$ cat src/hw/sipc_pkg.sv
package sipc_pkg;

  // Logic clock period at the 100 MHz simulation rate.
  localparam int CLK_PERIOD_NS      = 10;

  // Idle timeout step and range.
  localparam int IDLE_STEP_TIME_US  = 4096;
  localparam int IDLE_TIME_MAX_MS   = 33000;
  localparam int IDLE_STEPS_W       = 13;
  localparam logic [IDLE_STEPS_W-1:0] IDLE_STEPS_MIN = 13'h0001;
  localparam logic [IDLE_STEPS_W-1:0] IDLE_STEPS_MAX =
    IDLE_STEPS_W'(IDLE_TIME_MAX_MS * 1000 / IDLE_STEP_TIME_US);

  // A step is a least time, so it rounds up.
  localparam int STEP_TIME_NS       = IDLE_STEP_TIME_US * 1000;
  localparam int STEP_CYCLES        = (STEP_TIME_NS + CLK_PERIOD_NS - 1) / CLK_PERIOD_NS;

  // Power-on delay counter and register initialisation are longest times.
  localparam int POR_DELAY_TIME_US  = 160;
  localparam int POR_DELAY_CYCLES   = POR_DELAY_TIME_US * 1000 / CLK_PERIOD_NS;
  localparam int INIT_TIME_MS       = 14;
  localparam int INIT_CYCLES        = INIT_TIME_MS * 1000000 / CLK_PERIOD_NS;

  // The oscillator needs at least this long to become stable after wake.
  localparam int OSC_ON_TIME_US     = 5;
  localparam int OSC_ON_CYCLES      = (OSC_ON_TIME_US * 1000 + CLK_PERIOD_NS - 1) / CLK_PERIOD_NS;

  // Oscillator frequency select: 1 selects 8 MHz, 0 selects 4 MHz.
  localparam logic FREQ_SEL_8M      = 1'b1;
  localparam logic FREQ_SEL_RESET   = FREQ_SEL_8M;

  localparam int SYNC_STAGES        = 3;
  localparam int BUS_LINES          = 2;

  typedef enum logic [2:0] {
    ST_POR    = 3'b000,
    ST_INIT   = 3'b001,
    ST_ACTIVE = 3'b010,
    ST_SLEEP  = 3'b011,
    ST_WAKE   = 3'b100
  } sipc_state_e;

endpackage : sipc_pkg

$ cat src/hw/sipc_step_timer.sv
`timescale 1ns/10ps

module sipc_step_timer
  import sipc_pkg::*;
#(
  parameter int STEP_CYCLES_P = STEP_CYCLES
) (
  input  wire logic clk_in,
  input  wire logic arst_n_in,
  input  wire logic restart_in,
  output logic      tick_out
);

  localparam int CNT_W = $clog2(STEP_CYCLES_P + 1);
  localparam logic [CNT_W-1:0] CNT_LAST = CNT_W'(STEP_CYCLES_P - 1);
  localparam logic [CNT_W-1:0] CNT_ZERO = '0;

  logic [CNT_W-1:0] cnt_reg;

  // A restart drops any partial step, so a full step always follows bus activity.
  always_ff @(posedge clk_in or negedge arst_n_in) begin
    if (!arst_n_in) begin
      cnt_reg <= CNT_ZERO;
    end else if (restart_in || cnt_reg == CNT_LAST) begin
      cnt_reg <= CNT_ZERO;
    end else begin
      cnt_reg <= cnt_reg + CNT_W'(1);
    end
  end

  assign tick_out = !restart_in && (cnt_reg == CNT_LAST);

endmodule : sipc_step_timer

$ cat src/hw/sipc_power_ctrl.sv
`timescale 1ns/10ps

// Contract
// RQ1 - Device is only a bus slave; it samples the bus lines and never drives them.
// RQ2 - All internal logic runs from the on-chip oscillator clock.
// RQ3 - A nonvolatile setting selects a 4 MHz or 8 MHz oscillator rate.
// RQ4 - Sleep only after both lines high and nothing busy for the whole idle time.
// RQ5 - Idle time ranges 4.096 ms to 33 s in 4.096 ms steps.
// RQ6 - The host may rewrite the idle time over the serial bus.
// RQ7 - In sleep the internal oscillator is stopped.
// RQ8 - Either bus line going low ends sleep and returns to active mode.
// RQ9 - Power-on reset forces every internal register to its initial value.
// RQ10 - After power-on reset the idle time is its 33 s maximum.
// RQ11 - The host must not change the idle time before initialisation ends.
// RQ12 - A delay counter after supply rise keeps the device in reset until done.
// RQ13 - The idle timer counts steps and restarts on bus low or busy.
// RQ14 - On wake, logic stays idle until the oscillator is stable.
module sipc_power_ctrl
  import sipc_pkg::*;
#(
  parameter int STEP_CYCLES_P      = STEP_CYCLES,
  parameter int POR_DELAY_CYCLES_P = POR_DELAY_CYCLES,
  parameter int INIT_CYCLES_P      = INIT_CYCLES,
  parameter int OSC_ON_CYCLES_P    = OSC_ON_CYCLES
) (
  input  wire logic                    CLOCK_IN,
  input  wire logic                    ARST_N_IN,
  input  wire logic                    SCL_IN,
  input  wire logic                    SDA_IN,
  input  wire logic                    BUSY_IN,
  input  wire logic                    OSC_8M_SEL_IN,
  input  wire logic [IDLE_STEPS_W-1:0] IDLE_STEPS_IN,
  input  wire logic                    IDLE_STEPS_WE_IN,
  output logic                         OSC_EN_OUT,
  output logic                         OSC_FREQ_8M_OUT,
  output logic                         CORE_RST_N_OUT,
  output logic                         CORE_HOLD_OUT,
  output logic                         SLEEP_OUT,
  output logic                         INIT_DONE_OUT,
  output logic [IDLE_STEPS_W-1:0]      IDLE_STEPS_OUT
);

  localparam int WAIT_W = $clog2(POR_DELAY_CYCLES_P + INIT_CYCLES_P + OSC_ON_CYCLES_P + 1);
  localparam logic [WAIT_W-1:0] WAIT_POR  = WAIT_W'(POR_DELAY_CYCLES_P - 1);
  localparam logic [WAIT_W-1:0] WAIT_INIT = WAIT_W'(INIT_CYCLES_P - 1);
  localparam logic [WAIT_W-1:0] WAIT_OSC  = WAIT_W'(OSC_ON_CYCLES_P - 1);
  localparam logic [WAIT_W-1:0] WAIT_ZERO = '0;
  localparam logic [IDLE_STEPS_W-1:0] IDLE_ZERO = '0;
  localparam logic [IDLE_STEPS_W-1:0] IDLE_ONE  = 13'h0001;

  sipc_state_e                state_reg;
  sipc_state_e                state_next;
  logic [WAIT_W-1:0]          wait_cnt_reg;
  logic                       wait_done;
  logic [IDLE_STEPS_W-1:0]    idle_cnt_reg;
  logic [IDLE_STEPS_W-1:0]    idle_steps_reg;
  logic [BUS_LINES-1:0]       pin_raw;
  logic [BUS_LINES-1:0]       line_reg;
  logic                       bus_idle;
  logic                       bus_low;
  logic                       timer_restart;
  logic                       step_tick;
  logic                       idle_expire;
  logic                       wake_req;

  // Only the two lines are sampled; this block never drives the bus.
  assign pin_raw = {SCL_IN, SDA_IN}; // RQ1

  // Each line passes three flops; a level is taken once stages two and three agree.
  genvar gi;
  generate
    for (gi = 0; gi < BUS_LINES; gi++) begin : g_sync
      logic [SYNC_STAGES-1:0] sync_reg;
      always_ff @(posedge CLOCK_IN or negedge ARST_N_IN) begin
        if (!ARST_N_IN) begin
          sync_reg <= '1;
        end else begin
          sync_reg <= {sync_reg[SYNC_STAGES-2:0], pin_raw[gi]};
        end
      end
      always_ff @(posedge CLOCK_IN or negedge ARST_N_IN) begin
        if (!ARST_N_IN) begin
          line_reg[gi] <= 1'b1;
        end else if (sync_reg[1] == sync_reg[2]) begin
          line_reg[gi] <= sync_reg[2];
        end
      end
    end
  endgenerate

  assign bus_idle = &line_reg;
  assign bus_low  = !bus_idle;

  assign timer_restart = (state_reg != ST_ACTIVE) || bus_low || BUSY_IN; // RQ13

  sipc_step_timer #(
    .STEP_CYCLES_P (STEP_CYCLES_P)
  ) u_step_timer (
    .clk_in     (CLOCK_IN),
    .arst_n_in  (ARST_N_IN),
    .restart_in (timer_restart),
    .tick_out   (step_tick)
  );

  // The last step of the programmed count ends the idle period.
  assign idle_expire = step_tick &&
                       (IDLE_STEPS_W'(idle_cnt_reg + IDLE_ONE) >= idle_steps_reg); // RQ4

  assign wait_done = (wait_cnt_reg == WAIT_ZERO);

  always_comb begin
    state_next = state_reg;
    unique case (state_reg)
      ST_POR: begin
        if (wait_done) state_next = ST_INIT; // RQ12
      end
      ST_INIT: begin
        if (wait_done) state_next = ST_ACTIVE;
      end
      ST_ACTIVE: begin
        if (idle_expire) state_next = ST_SLEEP; // RQ4
      end
      ST_SLEEP: begin
        if (bus_low) state_next = ST_WAKE; // RQ8
      end
      ST_WAKE: begin
        if (wait_done) state_next = ST_ACTIVE; // RQ14
      end
      default: begin
        state_next = ST_POR;
      end
    endcase
  end

  always_ff @(posedge CLOCK_IN or negedge ARST_N_IN) begin
    if (!ARST_N_IN) begin
      state_reg <= ST_POR; // RQ9
    end else begin
      state_reg <= state_next;
    end
  end

  // One down-counter serves the power-on delay, initialisation and oscillator start.
  always_ff @(posedge CLOCK_IN or negedge ARST_N_IN) begin
    if (!ARST_N_IN) begin
      wait_cnt_reg <= WAIT_POR; // RQ12
    end else if (state_next != state_reg) begin
      unique case (state_next)
        ST_INIT: wait_cnt_reg <= WAIT_INIT;
        ST_WAKE: wait_cnt_reg <= WAIT_OSC; // RQ14
        default: wait_cnt_reg <= WAIT_ZERO;
      endcase
    end else if (!wait_done) begin
      wait_cnt_reg <= wait_cnt_reg - WAIT_W'(1);
    end
  end

  always_ff @(posedge CLOCK_IN or negedge ARST_N_IN) begin
    if (!ARST_N_IN) begin
      idle_cnt_reg <= IDLE_ZERO;
    end else if (timer_restart) begin
      idle_cnt_reg <= IDLE_ZERO; // RQ13
    end else if (step_tick) begin
      idle_cnt_reg <= IDLE_STEPS_W'(idle_cnt_reg + IDLE_ONE); // RQ13
    end
  end

  // Writes before initialisation ends are dropped so the default cannot be lost.
  // Out-of-range values are clamped rather than rejected.
  always_ff @(posedge CLOCK_IN or negedge ARST_N_IN) begin
    if (!ARST_N_IN) begin
      idle_steps_reg <= IDLE_STEPS_MAX; // RQ10
    end else if (IDLE_STEPS_WE_IN && INIT_DONE_OUT) begin // RQ11
      if (IDLE_STEPS_IN < IDLE_STEPS_MIN) begin
        idle_steps_reg <= IDLE_STEPS_MIN; // RQ5
      end else if (IDLE_STEPS_IN > IDLE_STEPS_MAX) begin
        idle_steps_reg <= IDLE_STEPS_MAX; // RQ5
      end else begin
        idle_steps_reg <= IDLE_STEPS_IN; // RQ6
      end
    end
  end

  // The rate setting is read from nonvolatile memory as initialisation ends.
  always_ff @(posedge CLOCK_IN or negedge ARST_N_IN) begin
    if (!ARST_N_IN) begin
      OSC_FREQ_8M_OUT <= FREQ_SEL_RESET; // RQ2
    end else if (state_reg == ST_INIT && wait_done) begin
      OSC_FREQ_8M_OUT <= OSC_8M_SEL_IN; // RQ3
    end
  end

  always_ff @(posedge CLOCK_IN or negedge ARST_N_IN) begin
    if (!ARST_N_IN) begin
      CORE_RST_N_OUT <= 1'b0;
      CORE_HOLD_OUT  <= 1'b1;
      SLEEP_OUT      <= 1'b0;
      INIT_DONE_OUT  <= 1'b0;
    end else begin
      CORE_RST_N_OUT <= (state_next != ST_POR); // RQ12
      // The core stays held through the power-on delay and initialisation as well.
      CORE_HOLD_OUT  <= (state_next != ST_ACTIVE); // RQ12 RQ14
      SLEEP_OUT      <= (state_next == ST_SLEEP);
      INIT_DONE_OUT  <= INIT_DONE_OUT || (state_next == ST_ACTIVE);
    end
  end

  assign IDLE_STEPS_OUT = idle_steps_reg;

  // The clock is stopped in sleep, so a low line must restart the oscillator
  // straight from the pins; the clocked wake path follows once edges return.
  assign wake_req   = SLEEP_OUT && !(SCL_IN && SDA_IN); // RQ8
  assign OSC_EN_OUT = !SLEEP_OUT || wake_req; // RQ7
endmodule : sipc_power_ctrl

$ cat config.mk
export PLATFORM = sky130hd
export DESIGN_NAME = sipc_power_ctrl
export DESIGN_NICKNAME = d
export VERILOG_FILES = /design/src/hw/sipc_pkg.sv /design/src/hw/sipc_step_timer.sv /design/src/hw/sipc_power_ctrl.sv
export SDC_FILE = /design/constraint.sdc
export NUM_CORES = 1
export LEC_CHECK = 0
export BUFFER_PORTS_ARGS = -buffer_cell sky130_fd_sc_hd__buf_4
export CAP_MARGIN = 20
export CORE_MARGIN = 4
export CORE_UTILIZATION = 30
export DETAILED_ROUTE_END_ITERATION = 6
export HOLD_SLACK_MARGIN = 0.02
export SYNTH_ARGS = -nofsm -noshare
export SYNTH_HDL_FRONTEND = slang
export SYNTH_HIERARCHICAL = 1
export SYNTH_SLANG_ARGS = --single-unit
$ cat constraint.sdc
create_clock -name CLOCK_IN -period 4.21 [get_ports CLOCK_IN]
set_input_delay 0.842 -clock CLOCK_IN [delete_from_list [all_inputs] [get_ports CLOCK_IN]]
set_output_delay 0.842 -clock CLOCK_IN [all_outputs]
set_load 0.02 [all_outputs]
==> flow_metrics.env <==
export IMPL_grt_pass1_vias=3257
export IMPL_drive_above_1_share_pct=20.41
export IMPL_synth_nets=485
export IMPL_cts_tree="yes"
export IMPL_worst_r2r_startpoint="idle_cnt_reg[0]$_DFFE_PN0P_"
export IMPL_synth_async_sr_flop_share_pct=100.0
export IMPL_ys_warn_count=6
export IMPL_ys_ff_latch=82
export IMPL_cp_depth=13
export IMPL_place_ws_ns=0.6336
export IMPL_grt_use_total_pct=11.47
export IMPL_power_density_nw_per_um2=329.3
export IMPL_cp_arrival_ns=3.74
export IMPL_vias_per_cell=4.873
export IMPL_cp_common_cell="nand3_1"
export IMPL_status="finished, final reports clean"
export IMPL_numCtsBuffers=9
export IMPL_r2r_slack_ns=0.67
export IMPL_syn_area_um2=4364
export IMPL_min_path_type="register to register"
export IMPL_postCtsSetupBuffers=0
export IMPL_grt_start_max_net_pins=83
export IMPL_drc=0
export IMPL_cap_violations=0
export IMPL_r2r_worst_path_cells=13
export IMPL_r2r_end="wait_cnt_reg[8]$_DFFE_PN0P_"
export IMPL_die_h_um=128.6
export IMPL_largest_reg_flops=21
export IMPL_postRouteWirelength_um=8925
export IMPL_cp_top_family="simple AND/OR/NAND/NOR gates"
export IMPL_skew_ns=0.01176
export IMPL_synth_compound_area_share_pct=8.257
export IMPL_critPathMaxStageDelay_ns=0.46
export IMPL_cts_repair_resized=0
export IMPL_p_leak_nw=2.171
export IMPL_grt_pass1_wl_um=15500
export IMPL_worst_slack_ns=0.6670
export IMPL_port_buffers=38
export IMPL_wire_per_inst_um=13.32
export IMPL_die_area_um2=16540
export IMPL_cp_endpoint="wait_cnt_reg[8]$_DFFE_PN0P_"
export IMPL_antenna_cells=0
export IMPL_drt_iter0_drc=166
export IMPL_synth_ff_type="dfrtp_1"
export IMPL_yosys_area_share_simple_pct=22.51
export IMPL_worstPathRequired_ns=4.40
export IMPL_crit_buf_inv=0
export IMPL_worstPathMaxFanout=14
export IMPL_hpwl_um=6402
export IMPL_path_cells="ha_1, nand3_1, nor3_1, and3_1, nand3_1, xnor2_1, ha_1, nand4_1, nor4_1, o31ai_1, o21a_1, nand3_1, o21ai_0"
export IMPL_clkTransAtPathRegs_ns=0.06
export IMPL_htree_levels=3
export IMPL_synth_edf_count=0
export IMPL_worst_slew_pin_slew_ns=0.9478
export IMPL_finalHoldViolCount=0
export IMPL_ir_drop_v=0.0002237
export IMPL_via_count=3265
export IMPL_place_gp_congestion=0.8085
export IMPL_crit_path_top_delay_cell="nand3_1"
export IMPL_relSlewSlack_pct=36.78
export IMPL_yosysUniqueCellTypes=53
export IMPL_ios=39
export IMPL_synth_adder_area_share_pct=5.333
export IMPL_synth_top_family_by_area="simple AND/OR/NAND/NOR gates"
export IMPL_finalSetupViolations=0
export IMPL_crit_path_end_kind="register"
export IMPL_clockRootBuffer="clkbuf_16"
export IMPL_ant_nets=0
export IMPL_crit_start="idle_cnt_reg[0]$_DFFE_PN0P_"
export IMPL_ys_seq_area_share_pct=47.91
export IMPL_worst_setup_path_start_kind="register"
export IMPL_avgSynthCellArea_um2=9.741
export IMPL_clock_path_buffers=2
export IMPL_clock_fmax_ghz=0.2822
export IMPL_dieWidth_um=128.6
export IMPL_fin_nets=522
export IMPL_tns_ns=0
export IMPL_min_from="g_sync[0].sync_reg[0]$_DFF_PN1_"
export IMPL_cts_hold_buf=0
export IMPL_antenna_found_initial=0
export IMPL_rows=43
export IMPL_layout_min_cycle_time_ns=3.543
export IMPL_clkLatencyLatePin_ns=0.34
export IMPL_synth_mux_area_share_pct=0.7167
export IMPL_area_growth_synth_to_final_pct=18.61
export IMPL_dr_pass1_iters=4
export IMPL_rsz0062_at_grt="false"
export IMPL_core_area_um2=14040
export IMPL_cts_sinks=82
export IMPL_syn_inst=448
export IMPL_start_util_pct=31.08
export IMPL_drv_slew=0
export IMPL_fin_crit_sh_pct=84.16
export IMPL_synth_xor_area_share_pct=11.84
export IMPL_overflow=0
export IMPL_critPathKind="register to register"
## report_power, final
part | leakage [nW] | internal (W) | switching (W)
clock | 0.163 | 0.000552 | 0.000307
combinational | 1.03 | 0.0000187 | 0.0000260
sequential | 0.980 | 0.000798 | 0.00000290
total | 2.17 | 0.00137 | 0.000336
## metal layers
layer,part of all wire (%),vias to the layer above,global-route usage (%)
li1,-,1630,-
met1,50,1551,15.37
met2,44,71,17.71
met3,4.8,13,3.819
met4,1.3,0,3.397
met5,0,-,0
## cells in the mapped netlist, types with 3 or more instances
| cell | number | share of area (%) |
|---|---|---|
| a21oi_1 | 11 | 1.3 |
| and3_1 | 5 | 0.72 |
| clkbuf_1 | 9 | 0.77 |
| dfrtp_1 | 51 | 29 |
| dfstp_2 | 31 | 19 |
| ha_1 | 17 | 4.9 |
| inv_1 | 19 | 1.6 |
| nand2_1 | 36 | 3.1 |
| nand2b_1 | 3 | 0.43 |
| nand3_1 | 23 | 2.6 |
| nand4_1 | 11 | 1.6 |
| nor2_1 | 56 | 4.8 |
| nor3_1 | 16 | 1.8 |
| nor4_1 | 14 | 2.0 |
| o21ai_0 | 20 | 2.3 |
| o21ai_1 | 4 | 0.46 |
| o21ai_2 | 3 | 0.60 |
| o22ai_1 | 7 | 1.0 |
| or3_1 | 6 | 0.86 |
| or4_4 | 3 | 0.77 |
| xnor2_1 | 30 | 6.0 |
| xor2_1 | 29 | 5.8 |
## area by class of cell
| cell class | count | area (um^2) |
|---|---|---|
| fill | 1394 | 8866 |
| inverter | 19 | 71.32 |
| tap | 180 | 225.2 |
| sequential | 82 | 2091 |
| clock buffer | 12 | 256.5 |
| multi-input combinational | 331 | 2123 |
| clock inverter | 4 | 73.82 |
| timing repair buffer | 42 | 335.3 |
## stage by stage
step / std cells / total power [W] / util [%] / cell area, um^2 / hold slack [ns]
finish: 670 / 0.001704 / 36.86 / 5176 / 0.3575
global route: 670 / 0.001774 / 36.86 / 5176 / 0.3628
CTS: 669 / 0.001732 / 36.67 / 5149 / 0.3600
detailed placement: 653 / 0.0008569 / 34.31 / 4818 / 0.3512
global placement: 653 / 0.0008556 / 34.31 / 4818 / 0.3477
floorplan: 448 / 0.0008214 / - / 4364 / 0.3452
## layout by cell type (no fill, tap or decap), types with 16 or more instances in the layout
cell | synthesis | final
nor2_1 | 56 | 56
dfrtp_1 | 51 | 51
buf_4 | 0 | 41
nand2_1 | 36 | 36
dfstp_2 | 31 | 31
xnor2_1 | 30 | 30
xor2_1 | 29 | 29
nand3_1 | 23 | 23
o21ai_0 | 20 | 20
inv_1 | 19 | 19
ha_1 | 17 | 17
nor3_1 | 16 | 16
## how the worst min path moves through the flow
stage | to | slack [ns] | cells after the start
2_1_floorplan | g_sync[0].sync_reg[1]$_DFF_PN1_ | 0.35 | 0
3_3_place_gp | g_sync[0].sync_reg[1]$_DFF_PN1_ | 0.35 | 0
3_5_place_dp | g_sync[1].sync_reg[1]$_DFF_PN1_ | 0.35 | 0
4_1_cts | g_sync[0].sync_reg[1]$_DFF_PN1_ | 0.36 | 0
5_1_grt | g_sync[0].sync_reg[1]$_DFF_PN1_ | 0.36 | 0
6_report | g_sync[0].sync_reg[1]$_DFF_PN1_ | 0.36 | 0
## cells by family after synthesis
| group | Yosys count |
|---|---|
| xor+xnor | 59 |
| flops | 82 |
| compound gates | 59 |
| mux | 3 |
| simple gates | 191 |
| fa+ha+maj | 19 |
| buf+inv | 35 |
## worst reg2reg max path: stages (launching register included)
cell	delay, ns
dfrtp_1	0.43
ha_1	0.25
nand3_1	0.16
nor3_1	0.38
and3_1	0.29
nand3_1	0.11
xnor2_1	0.15
ha_1	0.32
nand4_1	0.12
nor4_1	0.25
o31ai_1	0.13
o21a_1	0.15
nand3_1	0.46
o21ai_0	0.20
Power figures use the tool's default switching activity.
